--- src/wpt_pkg.sv ---
package wpt_pkg;

   // Trigger modes
   typedef enum logic [2:0] {
      MODE_AUTO          = 3'h0,
      MODE_RETRIGGER     = 3'h1,
      MODE_ARMED_AUTO    = 3'h2,
      MODE_ARMED_RETRIG  = 3'h3,
      MODE_SINGLE        = 3'h4
   } wpt_mode_t;

   // Duration unit for single-shot mode
   typedef enum logic {
      UNIT_SAMPLE   = 1'b0,
      UNIT_SEQUENCE = 1'b1
   } wpt_unit_t;

   localparam int DUR_W = 32;
   localparam int LEN_W = 24;
   localparam logic [DUR_W-1:0] DUR_ZERO = 32'h0000_0000;
   localparam logic [LEN_W-1:0] LEN_ZERO = 24'h00_0000;
   localparam logic [LEN_W-1:0] LEN_ONE  = 24'h00_0001;
   localparam logic [DUR_W-1:0] DUR_ONE  = 32'h0000_0001;

   // Static configuration from control software
   typedef struct packed {
      logic               enable;
      wpt_mode_t          mode;
      logic               srcExternal;
      logic               extRising;
      wpt_unit_t          durUnit;
      logic [DUR_W-1:0]   duration;
      logic [LEN_W-1:0]   waveLength;
   } wpt_cfg_t;

   // One-cycle commands
   typedef struct packed {
      logic arm;
      logic manualTrig;
   } wpt_cmd_t;

   // Playback steering towards the sample reader
   typedef struct packed {
      logic               play;
      logic               restart;
      logic [LEN_W-1:0]   sampleAddr;
   } wpt_play_t;

endpackage

--- src/wpt_trigger_ctrl.sv ---
`timescale 1ns/1ps
module wpt_trigger_ctrl (
   // Clock and reset
   input  wire logic              clock,
   input  wire logic              sys_rst,
   // Control software
   input  wire wpt_pkg::wpt_cfg_t cfg,
   input  wire wpt_pkg::wpt_cmd_t cmd,
   // External trigger pin
   input  wire logic              extTrigIn,
   // Playback and status
   output wpt_pkg::wpt_play_t     playOut,
   output logic                   running,
   output logic                   stopped,
   output logic                   trigEvent
);

   typedef enum logic [1:0] {
      ST_IDLE = 2'b00,
      ST_WAIT = 2'b01,
      ST_PLAY = 2'b11,
      ST_DONE = 2'b10
   } wpt_state_t;

   // External trigger synchroniser and edge detect
   logic       extSync1_q;
   logic       extSync1_d;
   logic       extSync2_q;
   logic       extSync2_d;
   logic       extPrev_q;
   logic       extPrev_d;
   logic [2:0] fill_q;
   logic [2:0] fill_d;
   logic       extEdge;
   logic       intEvent;
   logic       event_w;

   // Active edge of the synchronised pin for the chosen polarity
   function automatic logic edgeOf(
      input logic cur,
      input logic prev,
      input logic rising
   );
      logic r;
      r = 1'b0;
      if (rising) begin
         r = cur & ~prev;
      end else begin
         r = ~cur & prev;
      end
      return r;
   endfunction

   // Only the second stage reads the first stage
   always_comb begin
      extSync1_d = extTrigIn;
      extSync2_d = extSync1_q;
      extPrev_d  = extSync2_q;
      fill_d     = {fill_q[1:0], 1'b1};
   end

   always_ff @(posedge clock) begin
      if (sys_rst) begin
         extSync1_q <= 1'b0;
         extSync2_q <= 1'b0;
         extPrev_q  <= 1'b0;
         fill_q     <= 3'h0;
      end else begin
         extSync1_q <= extSync1_d;
         extSync2_q <= extSync2_d;
         extPrev_q  <= extPrev_d;
         fill_q     <= fill_d;
      end
   end

   // No edge until the history holds a real pin sample, so a pin that
   // idles high cannot fake an edge just after reset
   always_comb begin
      extEdge  = fill_q[2] &
                 edgeOf(extSync2_q, extPrev_q, cfg.extRising);
      intEvent = cmd.manualTrig & ~cfg.srcExternal;
      event_w  = cfg.srcExternal ? extEdge : intEvent;
   end

   // Sequencer state
   wpt_state_t               state_q;
   wpt_state_t               state_d;
   logic [wpt_pkg::LEN_W-1:0] addr_q;
   logic [wpt_pkg::LEN_W-1:0] addr_d;
   logic [wpt_pkg::DUR_W-1:0] left_q;
   logic [wpt_pkg::DUR_W-1:0] left_d;
   logic                      restart_q;
   logic                      restart_d;
   logic                      running_q;
   logic                      running_d;
   logic                      stopped_q;
   logic                      stopped_d;
   logic                      trig_q;
   logic                      trig_d;
   logic                      armedMode;
   logic                      startPass;
   logic                      lastSample;
   logic                      freeRunMode;
   logic                      zeroPass;
   logic                      loadLeft;
   logic                      stepLeft;
   logic [wpt_pkg::DUR_W-1:0] passLenNow;

   // Modes that play without waiting for any event
   function automatic logic isFreeRun(
      input wpt_pkg::wpt_mode_t m
   );
      return (m == wpt_pkg::MODE_AUTO) || (m == wpt_pkg::MODE_RETRIGGER);
   endfunction

   // Modes where an arm command stops playback
   function automatic logic isArmed(
      input wpt_pkg::wpt_mode_t m
   );
      return (m == wpt_pkg::MODE_ARMED_AUTO) ||
             (m == wpt_pkg::MODE_ARMED_RETRIG);
   endfunction

   // Modes where an event during playback restarts the waveform
   function automatic logic restartsOnEvent(
      input wpt_pkg::wpt_mode_t m
   );
      return (m != wpt_pkg::MODE_AUTO) && (m != wpt_pkg::MODE_ARMED_AUTO);
   endfunction

   // Next sample address, wrapping at the waveform end
   function automatic logic [wpt_pkg::LEN_W-1:0] nextAddr(
      input logic [wpt_pkg::LEN_W-1:0] a,
      input logic [wpt_pkg::LEN_W-1:0] len
   );
      logic [wpt_pkg::LEN_W-1:0] r;
      r = wpt_pkg::LEN_ZERO;
      if ((len == wpt_pkg::LEN_ZERO) || (a >= len - wpt_pkg::LEN_ONE)) begin
         r = wpt_pkg::LEN_ZERO;
      end else begin
         r = a + wpt_pkg::LEN_ONE;
      end
      return r;
   endfunction

   // Single-shot length in samples
   function automatic logic [wpt_pkg::DUR_W-1:0] passLen(
      input wpt_pkg::wpt_cfg_t c
   );
      logic [wpt_pkg::DUR_W-1:0] r;
      logic [2*wpt_pkg::DUR_W-1:0] prod;
      r    = wpt_pkg::DUR_ZERO;
      prod = {wpt_pkg::DUR_ZERO, wpt_pkg::DUR_ZERO};
      if (c.durUnit == wpt_pkg::UNIT_SEQUENCE) begin
         prod = c.duration * {{(wpt_pkg::DUR_W-wpt_pkg::LEN_W){1'b0}},
                              c.waveLength};
         r    = prod[wpt_pkg::DUR_W-1:0];
      end else begin
         r = c.duration;
      end
      return r;
   endfunction

   always_comb begin
      state_d     = state_q;
      addr_d      = addr_q;
      loadLeft    = 1'b0;
      stepLeft    = 1'b0;
      restart_d   = 1'b0;
      armedMode   = isArmed(cfg.mode);
      freeRunMode = isFreeRun(cfg.mode);
      passLenNow  = passLen(cfg);
      zeroPass    = (passLenNow == wpt_pkg::DUR_ZERO);
      startPass   = 1'b0;
      lastSample  = (left_q == wpt_pkg::DUR_ONE);

      if (!cfg.enable) begin
         state_d = ST_IDLE;
         addr_d  = wpt_pkg::LEN_ZERO;
      end else begin
         case (state_q)
            ST_IDLE: begin
               if (freeRunMode) begin
                  state_d   = ST_PLAY;
                  restart_d = 1'b1;
                  addr_d    = wpt_pkg::LEN_ZERO;
               end else begin
                  state_d = ST_WAIT;
               end
            end
            ST_WAIT, ST_DONE: begin
               if (event_w) begin
                  startPass = 1'b1;
               end
            end
            ST_PLAY: begin
               if (armedMode && cmd.arm) begin
                  state_d = ST_WAIT;
                  addr_d  = wpt_pkg::LEN_ZERO;
               end else if (event_w && restartsOnEvent(cfg.mode)) begin
                  startPass = 1'b1;
                  // Armed-retrigger restarts with no arm needed
                  // Single restarts a fresh pass
               end else if (cfg.mode == wpt_pkg::MODE_SINGLE &&
                            lastSample) begin
                  state_d = ST_DONE;
                  addr_d  = wpt_pkg::LEN_ZERO;
               end else begin
                  addr_d = nextAddr(addr_q, cfg.waveLength);
                  if (cfg.mode == wpt_pkg::MODE_SINGLE) begin
                     stepLeft = 1'b1;
                  end
               end
            end
            default: begin
               state_d = ST_IDLE;
            end
         endcase
         // Mode change to a free-run mode resumes playback
         if ((state_q == ST_WAIT || state_q == ST_DONE) && freeRunMode) begin
            state_d = ST_IDLE;
         end
      end

      if (startPass) begin
         // Zero-length single pass plays nothing and goes to ST_DONE
         if (cfg.mode == wpt_pkg::MODE_SINGLE && zeroPass) begin
            state_d = ST_DONE;
         end else begin
            state_d   = ST_PLAY;
            restart_d = 1'b1;
            addr_d    = wpt_pkg::LEN_ZERO;
            loadLeft  = 1'b1;
         end
      end
   end

   always_ff @(posedge clock) begin
      if (sys_rst) begin
         state_q   <= ST_IDLE;
         addr_q    <= wpt_pkg::LEN_ZERO;
         restart_q <= 1'b0;
      end else begin
         state_q   <= state_d;
         addr_q    <= addr_d;
         restart_q <= restart_d;
      end
   end

   // Single-shot sample budget, loaded at pass start
   always_comb begin
      left_d = left_q;
      if (loadLeft) begin
         left_d = passLenNow;
      end else if (stepLeft) begin
         left_d = left_q - wpt_pkg::DUR_ONE;
      end
   end

   always_ff @(posedge clock) begin
      if (sys_rst) begin
         left_q <= wpt_pkg::DUR_ZERO;
      end else begin
         left_q <= left_d;
      end
   end

   // Run and stop flags follow the state that is being entered; trigEvent follows the event
   always_comb begin
      trig_d    = event_w;
      running_d = (state_d == ST_PLAY);
      stopped_d = cfg.enable && (state_d != ST_PLAY);
   end

   always_ff @(posedge clock) begin
      if (sys_rst) begin
         running_q <= 1'b0;
         stopped_q <= 1'b0;
         trig_q    <= 1'b0;
      end else begin
         running_q <= running_d;
         stopped_q <= stopped_d;
         trig_q    <= trig_d;
      end
   end

   assign playOut.play       = running_q;
   assign playOut.restart    = restart_q;
   assign playOut.sampleAddr = addr_q;
   assign running            = running_q;
   assign stopped            = stopped_q;
   assign trigEvent          = trig_q;

endmodule // wpt_trigger_ctrl

--- config.mk ---
export PLATFORM = sky130hd
export DESIGN_NAME = wpt_trigger_ctrl
export DESIGN_NICKNAME = d
export VERILOG_FILES = /design/src/wpt_pkg.sv /design/src/wpt_trigger_ctrl.sv
export SDC_FILE = /design/constraint.sdc
export NUM_CORES = 1
export LEC_CHECK = 0
export ABC_CLOCK_PERIOD_IN_PS = 11590
export BUFFER_PORTS_ARGS = -buffer_cell sky130_fd_sc_hd__buf_2
export CELL_PAD_IN_SITES_DETAIL_PLACEMENT = 0
export CELL_PAD_IN_SITES_GLOBAL_PLACEMENT = 1
export CORE_ASPECT_RATIO = 1.25
export CORE_MARGIN = 2
export CORE_UTILIZATION = 42
export DETAILED_ROUTE_END_ITERATION = 8
export HOLD_SLACK_MARGIN = 0.03
export PLACE_DENSITY_LB_ADDON = 0.1
export SYNTH_ARGS = -nofsm -noshare
export SYNTH_HDL_FRONTEND = slang
export SYNTH_SLANG_ARGS = --single-unit
--- constraint.sdc ---
create_clock -name clock -period 11.59 [get_ports clock]
set_input_delay 1.7385 -clock clock [delete_from_list [all_inputs] [get_ports clock]]
set_output_delay 1.7385 -clock clock [all_outputs]
set_load 0.01 [all_outputs]
After elaboration in Yosys (flattened, before gate mapping)

Cells that the tools add are included.
Widths: inputs -> output; s select.

Order comparisons: 1
Reduce and logical (&&, ||, !) cells: 18
Add/subtract/negate cells: 3
$mul: 1
Equal/unequal tests: 11
Bitwise gates (word level): 7
Multiplexer cells: 42

Operators with widths:

| operator              | count |
|---|---|
| $mux 24               | 8 |
| $mux 32               | 3 |
| $pmux 24 s2           | 1 |
| $eq 32x1->1 const B   | 1 |
| $logic_not 32->1      | 1 |
| $mul 32x24->32        | 1 |
| $sub 32x1->32 const B | 1 |
| $add 24x1->24 const B | 1 |
| $ge 24x24->1          | 1 |
| $logic_not 24->1      | 1 |
| $sub 24x1->24 const B | 1 |
| $mux 1                | 21 |
| $mux 2                | 7 |
| $logic_and 1x1->1     | 7 |
| $eq 2x2->1 const B    | 3 |
| $eq 3x2->1 const B    | 2 |
| $and 1x1->1           | 4 |
| $logic_or 1x1->1      | 4 |
| $pmux 2 s2            | 1 |
| $eq 3x1->1 const B    | 1 |
| $eq 3x3->1 const B    | 1 |
| $logic_not 3->1       | 1 |
| $ne 3x2->1 const B    | 1 |
| $not 1->1             | 3 |
| other kinds (7)       | 7 |

Output and inout bits: 29
Bits in registers: 68
Bits of input ports: 68
Word-level logic and storage cells: 95

Longest topological paths before layout

Depth after elaboration: 14
Gate-level depth with buffers: 32

Worst setup path before layout

No wires, ideal clock.

Path type: input to register
From: input cfg[3] in the netlist's numbering
To: register left_q[17] in the netlist's numbering
Arrival: 9004 ps
Slack: 2521 ps
Stages on the path: 26
Path through: clkbuf_1 clkbuf_1 nand2_1 fa_1 fa_1 fa_1 fa_1 fa_1 fa_1 fa_1 inv_1 ha_1 buf_2 a21oi_1 o221ai_1 a221oi_1 o31ai_2 mux2i_1 o21ai_0 or4b_4 a2111oi_4 a31o_1 buf_6 buf_8 mux2_2 nor2_1

Longest elaborated chain between the ends: 7
Elaborated cells between the ends (all ways): 8
Classes of those cells: 1 x mul; 4 x mux; 3 x reduce/logical

RTL lines:

| element                                      | RTL line                | text |
|---|---|---|
| start, declared                              | wpt_trigger_ctrl.sv:7   | `input wire wpt_pkg::wpt_cfg_t cfg,` |
| $mul 32x24->32 *                             | wpt_trigger_ctrl.sv:155 | `prod = c.duration * {{(wpt_pkg::DUR_W-wpt_pkg::LEN_W){1'b0}},` |
| $mux 32 *                                    | wpt_trigger_ctrl.sv:154 | `if (c.durUnit == wpt_pkg::UNIT_SEQUENCE) begin` |
| $logic_not 32->1                             | wpt_trigger_ctrl.sv:173 | `zeroPass = (passLenNow == wpt_pkg::DUR_ZERO);` |
| $logic_and 1x1->1                            | wpt_trigger_ctrl.sv:227 | `if (cfg.mode == wpt_pkg::MODE_SINGLE && zeroPass) begin` |
| $mux 1                                       | wpt_trigger_ctrl.sv:227 |  |
| $mux 1                                       | wpt_trigger_ctrl.sv:225 | `if (startPass) begin` |
| $mux 32 or $reduce_bool 2->1 (tied branches) | n/a                     |  |
| end signal, assigned                         | wpt_trigger_ctrl.sv:262 | `left_q <= wpt_pkg::DUR_ZERO;` |
| end signal, assigned                         | wpt_trigger_ctrl.sv:264 | `left_q <= left_d;` |
| end, declared                                | wpt_trigger_ctrl.sv:90  | `logic [wpt_pkg::DUR_W-1:0] left_q;` |

Mark *: on every way between the ends. The rest lies on a longest branch, timed or not.
A chain may end at the register's enable or synchronous reset.

Worst setup path in the final report

From: input cfg[3] in the netlist's numbering
To: register left_q[21] in the netlist's numbering

The elaborated chain is that of the path after synthesis.

==> reports/qor.tcl <==
set qor(period_minus_slack_ns) 10.18
set qor(clock_skew_ns) 0.0101
set qor(critPathMaxFanout) 31
set qor(yosys-top-cells-count) {389 x fa_1, 324 x nand2_1, 290 x inv_1}
set qor(synth_largest_type_area_fraction_pct) 39.8
set qor(aggregate_global_route_resource_usage_pct) 27.4
set qor(crit_path_start_kind) {input port}
set qor(number_of_antenna_violations_at_the_first_check_in_global_routing) 7
set qor(most_heavily_used_metal_layer_in_global_routing) {met2}
set qor(syn-num-nets) 2807
set qor(gr_util_met1_pct) 33.5
set qor(synth-adder-area-share_pct) 47.6
set qor(timing_hold_violations_final) 0
set qor(synth_area_leaders) {fa_1 40%, ha_1 7.8%, and2_1 7.4%}
set qor(drt-pass1-iter-count) 5
set qor(ctsLongestPathBuffers) 2
set qor(outcome) {completed}
set qor(nNetsFinal) 2786
set qor(syn_avg_cell_area_sq_um) 8.78
set qor(yosys_warnings) 0
set qor(vias) 15600
set qor(grt_start_max_net_pins) 48
set qor(synthSimpleGateAreaFrac_pct) 21.2
set qor(post_cts.repair.setup_buffers) 0
set qor(rsz0062_at_grt) {false}
set qor(post_route_cells_drive_above_1_share_pct) 8.05
set qor(die_w_um) 197
set qor(slew_viol_final) 0
set qor(yosysMostFrequentCell) {fa_1}
set qor(min_delay_path_class) {reg2reg}
set qor(synth.distinct_cells) 79
set qor(gp_congestion) 0.884
set qor(first_global_vias) 17400
set qor(antenna_left) 0
set qor(cts.sinks) 68
set qor(drt-initial-drc-count) 792
set qor(post_dp_hpwl_um) 48000
set qor(period_share_pct) 87.8
set qor(slew-limit-headroom_pct) 29.7
set qor(tritoncts.num_buffers) 9
set qor(synth-edff-count) 0
set qor(die-area_sq_mm) 0.0483
set qor(design.core.area_sq_mm) 0.0461
set qor(cts-htree-levels) 3
set qor(synth.area.mux_share_pct) 1.25
set qor(synth-main-ff-cell) {dfxtp_1}
set qor(worstMarginPinSlew_ns) 1.04
set qor(yosys.area_share.xor_xnor_pct) 5.08
set qor(start_util_pct) 42.4
set qor(ioPinCount) 97
set qor(wl_per_cell_um) 22.3
set qor(synth_area_leader_cell) {fa_1}
set qor(finalSetupTns_ns) 0
set qor(ys_seq_elements) 68
set qor(clock_tree_from_tritoncts) {built}
set qor(cp-end-kind) {flip-flop}
set qor(grtUsageMet3_pct) 3.02
set qor(cts_repair_resize_count) 0
set qor(worst_skew_pair.late_latency_ns) 0.36
set qor(port_buffers) 96
set qor(vias_per_cell) 5.56
set qor(synthCells) 2228
set qor(maxClockFrequency_ghz) 0.0982
set qor(arrival_ns) 10.47
set qor(placementRows) 88
set qor(critPathKind) {in2reg}
set qor(die_height_um) 245
set qor(area_delta_synth_final_pct) 5.42
set qor(cts.root.buffer_cell) {clkbuf_16}
set qor(crit_required_ns) 11.88
set qor(drt_wl_total_um) 62500
set qor(timing.max_cap.violations) 0
set qor(first_pass_grt_wire_length_um) 99700
set qor(synth_top_family_by_area) {adder cells}
set qor(cts_hold_repair.buffers) 0
set qor(grt-ovfl-total) 0
set qor(fraction_of_the_mapped_netlist_area_in_compound_gates_pct) 9.16
set qor(synth_area_sq_mm) 0.0196
set qor(cts.reportedPaths.clkPinSlew_ns) 0.06
set qor(async_reset_ff_share_pct) 0
set qor(drcViolationCount) 0
set qor(groute.layer.met2.usage_pct) 49.0
set qor(synth_sequential_area_ratio_pct) 6.96
set qor(setup_violating_endpoint_count_in_the_final_report) 0
-- layout by cell type, fill, tap and decap left out, types with 16 or more instances in the layout --
cell type,count
nand2_1,324
inv_1,290
buf_2,96
o21ai_0,44
a211oi_1,19
a211oi_2,20
xnor2_1,83
nand3_1,28
nand4_1,21
nor2_1,98
xor2_1,28
nor3_1,38
a21oi_1,61
and2_1,232
dfxtp_1,68
ha_1,122
a21o_1,16
fa_1,389
nor2b_1,25
-- cell type report --
type	count	area, sq um
diodes	4	10.0
clock buffers	9	225
clock inverters	6	138
fillers	4612	25500
inverters	291	1090
multi-input cells	1729	16500
flip-flops and latches	68	1360
well taps	585	732
repair buffers	108	571
-- registers in the layout, summed over array words and instances (netlist names) --
| signal | count |
|---|---|
| extPrev_q | 1 |
| stopped | 1 |
| left_q | 32 |
| running | 1 |
| restart_q | 1 |
| extPrev_d | 1 |
| trigEvent | 1 |
| state_q | 2 |
| addr_q | 24 |
| fill_q | 3 |
| extSync1_q | 1 |
-- layer usage --
layer	routed length (um)	share of wire, %
met3	2650	4.2
met4	2690	4.3
met2	31700	51
met5	34	0.054
met1	25400	41
-- cell families after synthesis --
logic type | count (synthesis)
AO/OA/AOI/OAI | 248
XOR/XNOR | 112
adder cells (fa/ha/maj) | 511
buffers and inverters | 431
flip-flops | 68
multiplexers | 23
AND/OR/NAND/NOR | 835
-- final timing paths --
| path | start | endpoint | slack (ns) | cells past startpoint |
|---|---|---|---|---|
| setup / recovery | cfg[3] | left_q[21] | 1.41 | 23 |
| hold / removal | fill_q[1] | fill_q[2] | 0.45 | 1 |
| setup reg to reg | left_q[4] | addr_q[6] | 7.86 | 11 |
| hold reg to reg | fill_q[1] | fill_q[2] | 0.45 | 1 |
-- worst max-delay path, cell delays in order --
cell,delay (ns)
buf_2,0.59
nand2_1,0.17
fa_1,0.61
fa_1,0.45
fa_1,0.58
fa_1,0.45
fa_1,0.58
fa_1,0.45
fa_1,0.51
inv_1,0.04
ha_1,0.39
a21oi_1,0.30
o221ai_1,0.28
a221oi_1,0.39
o31ai_2,0.17
mux2i_1,0.22
o21ai_0,0.26
or4b_4,0.50
a2111oi_4,0.38
a31o_2,0.54
buf_4,0.37
mux2_2,0.37
nor2_1,0.09
-- stage by stage --
step | worst slack [ns] | instance area, sq um | hold slack [ns] | util (%) | cells
floorplan | 2.52 | 19600 | 0.414 | - | 2228
global placement | 1.21 | 20300 | 0.440 | 43.9 | 2781
detailed placement | 1.14 | 20300 | 0.439 | 43.9 | 2781
CTS | 1.47 | 20600 | 0.455 | 44.7 | 2796
global route | 1.02 | 20600 | 0.471 | 44.7 | 2796
finish | 1.41 | 20600 | 0.446 | 44.7 | 2800
Power is left out: the tool's default activity adds up to more than one toggle a clock period on the data nets, which glitch-free logic cannot reach.
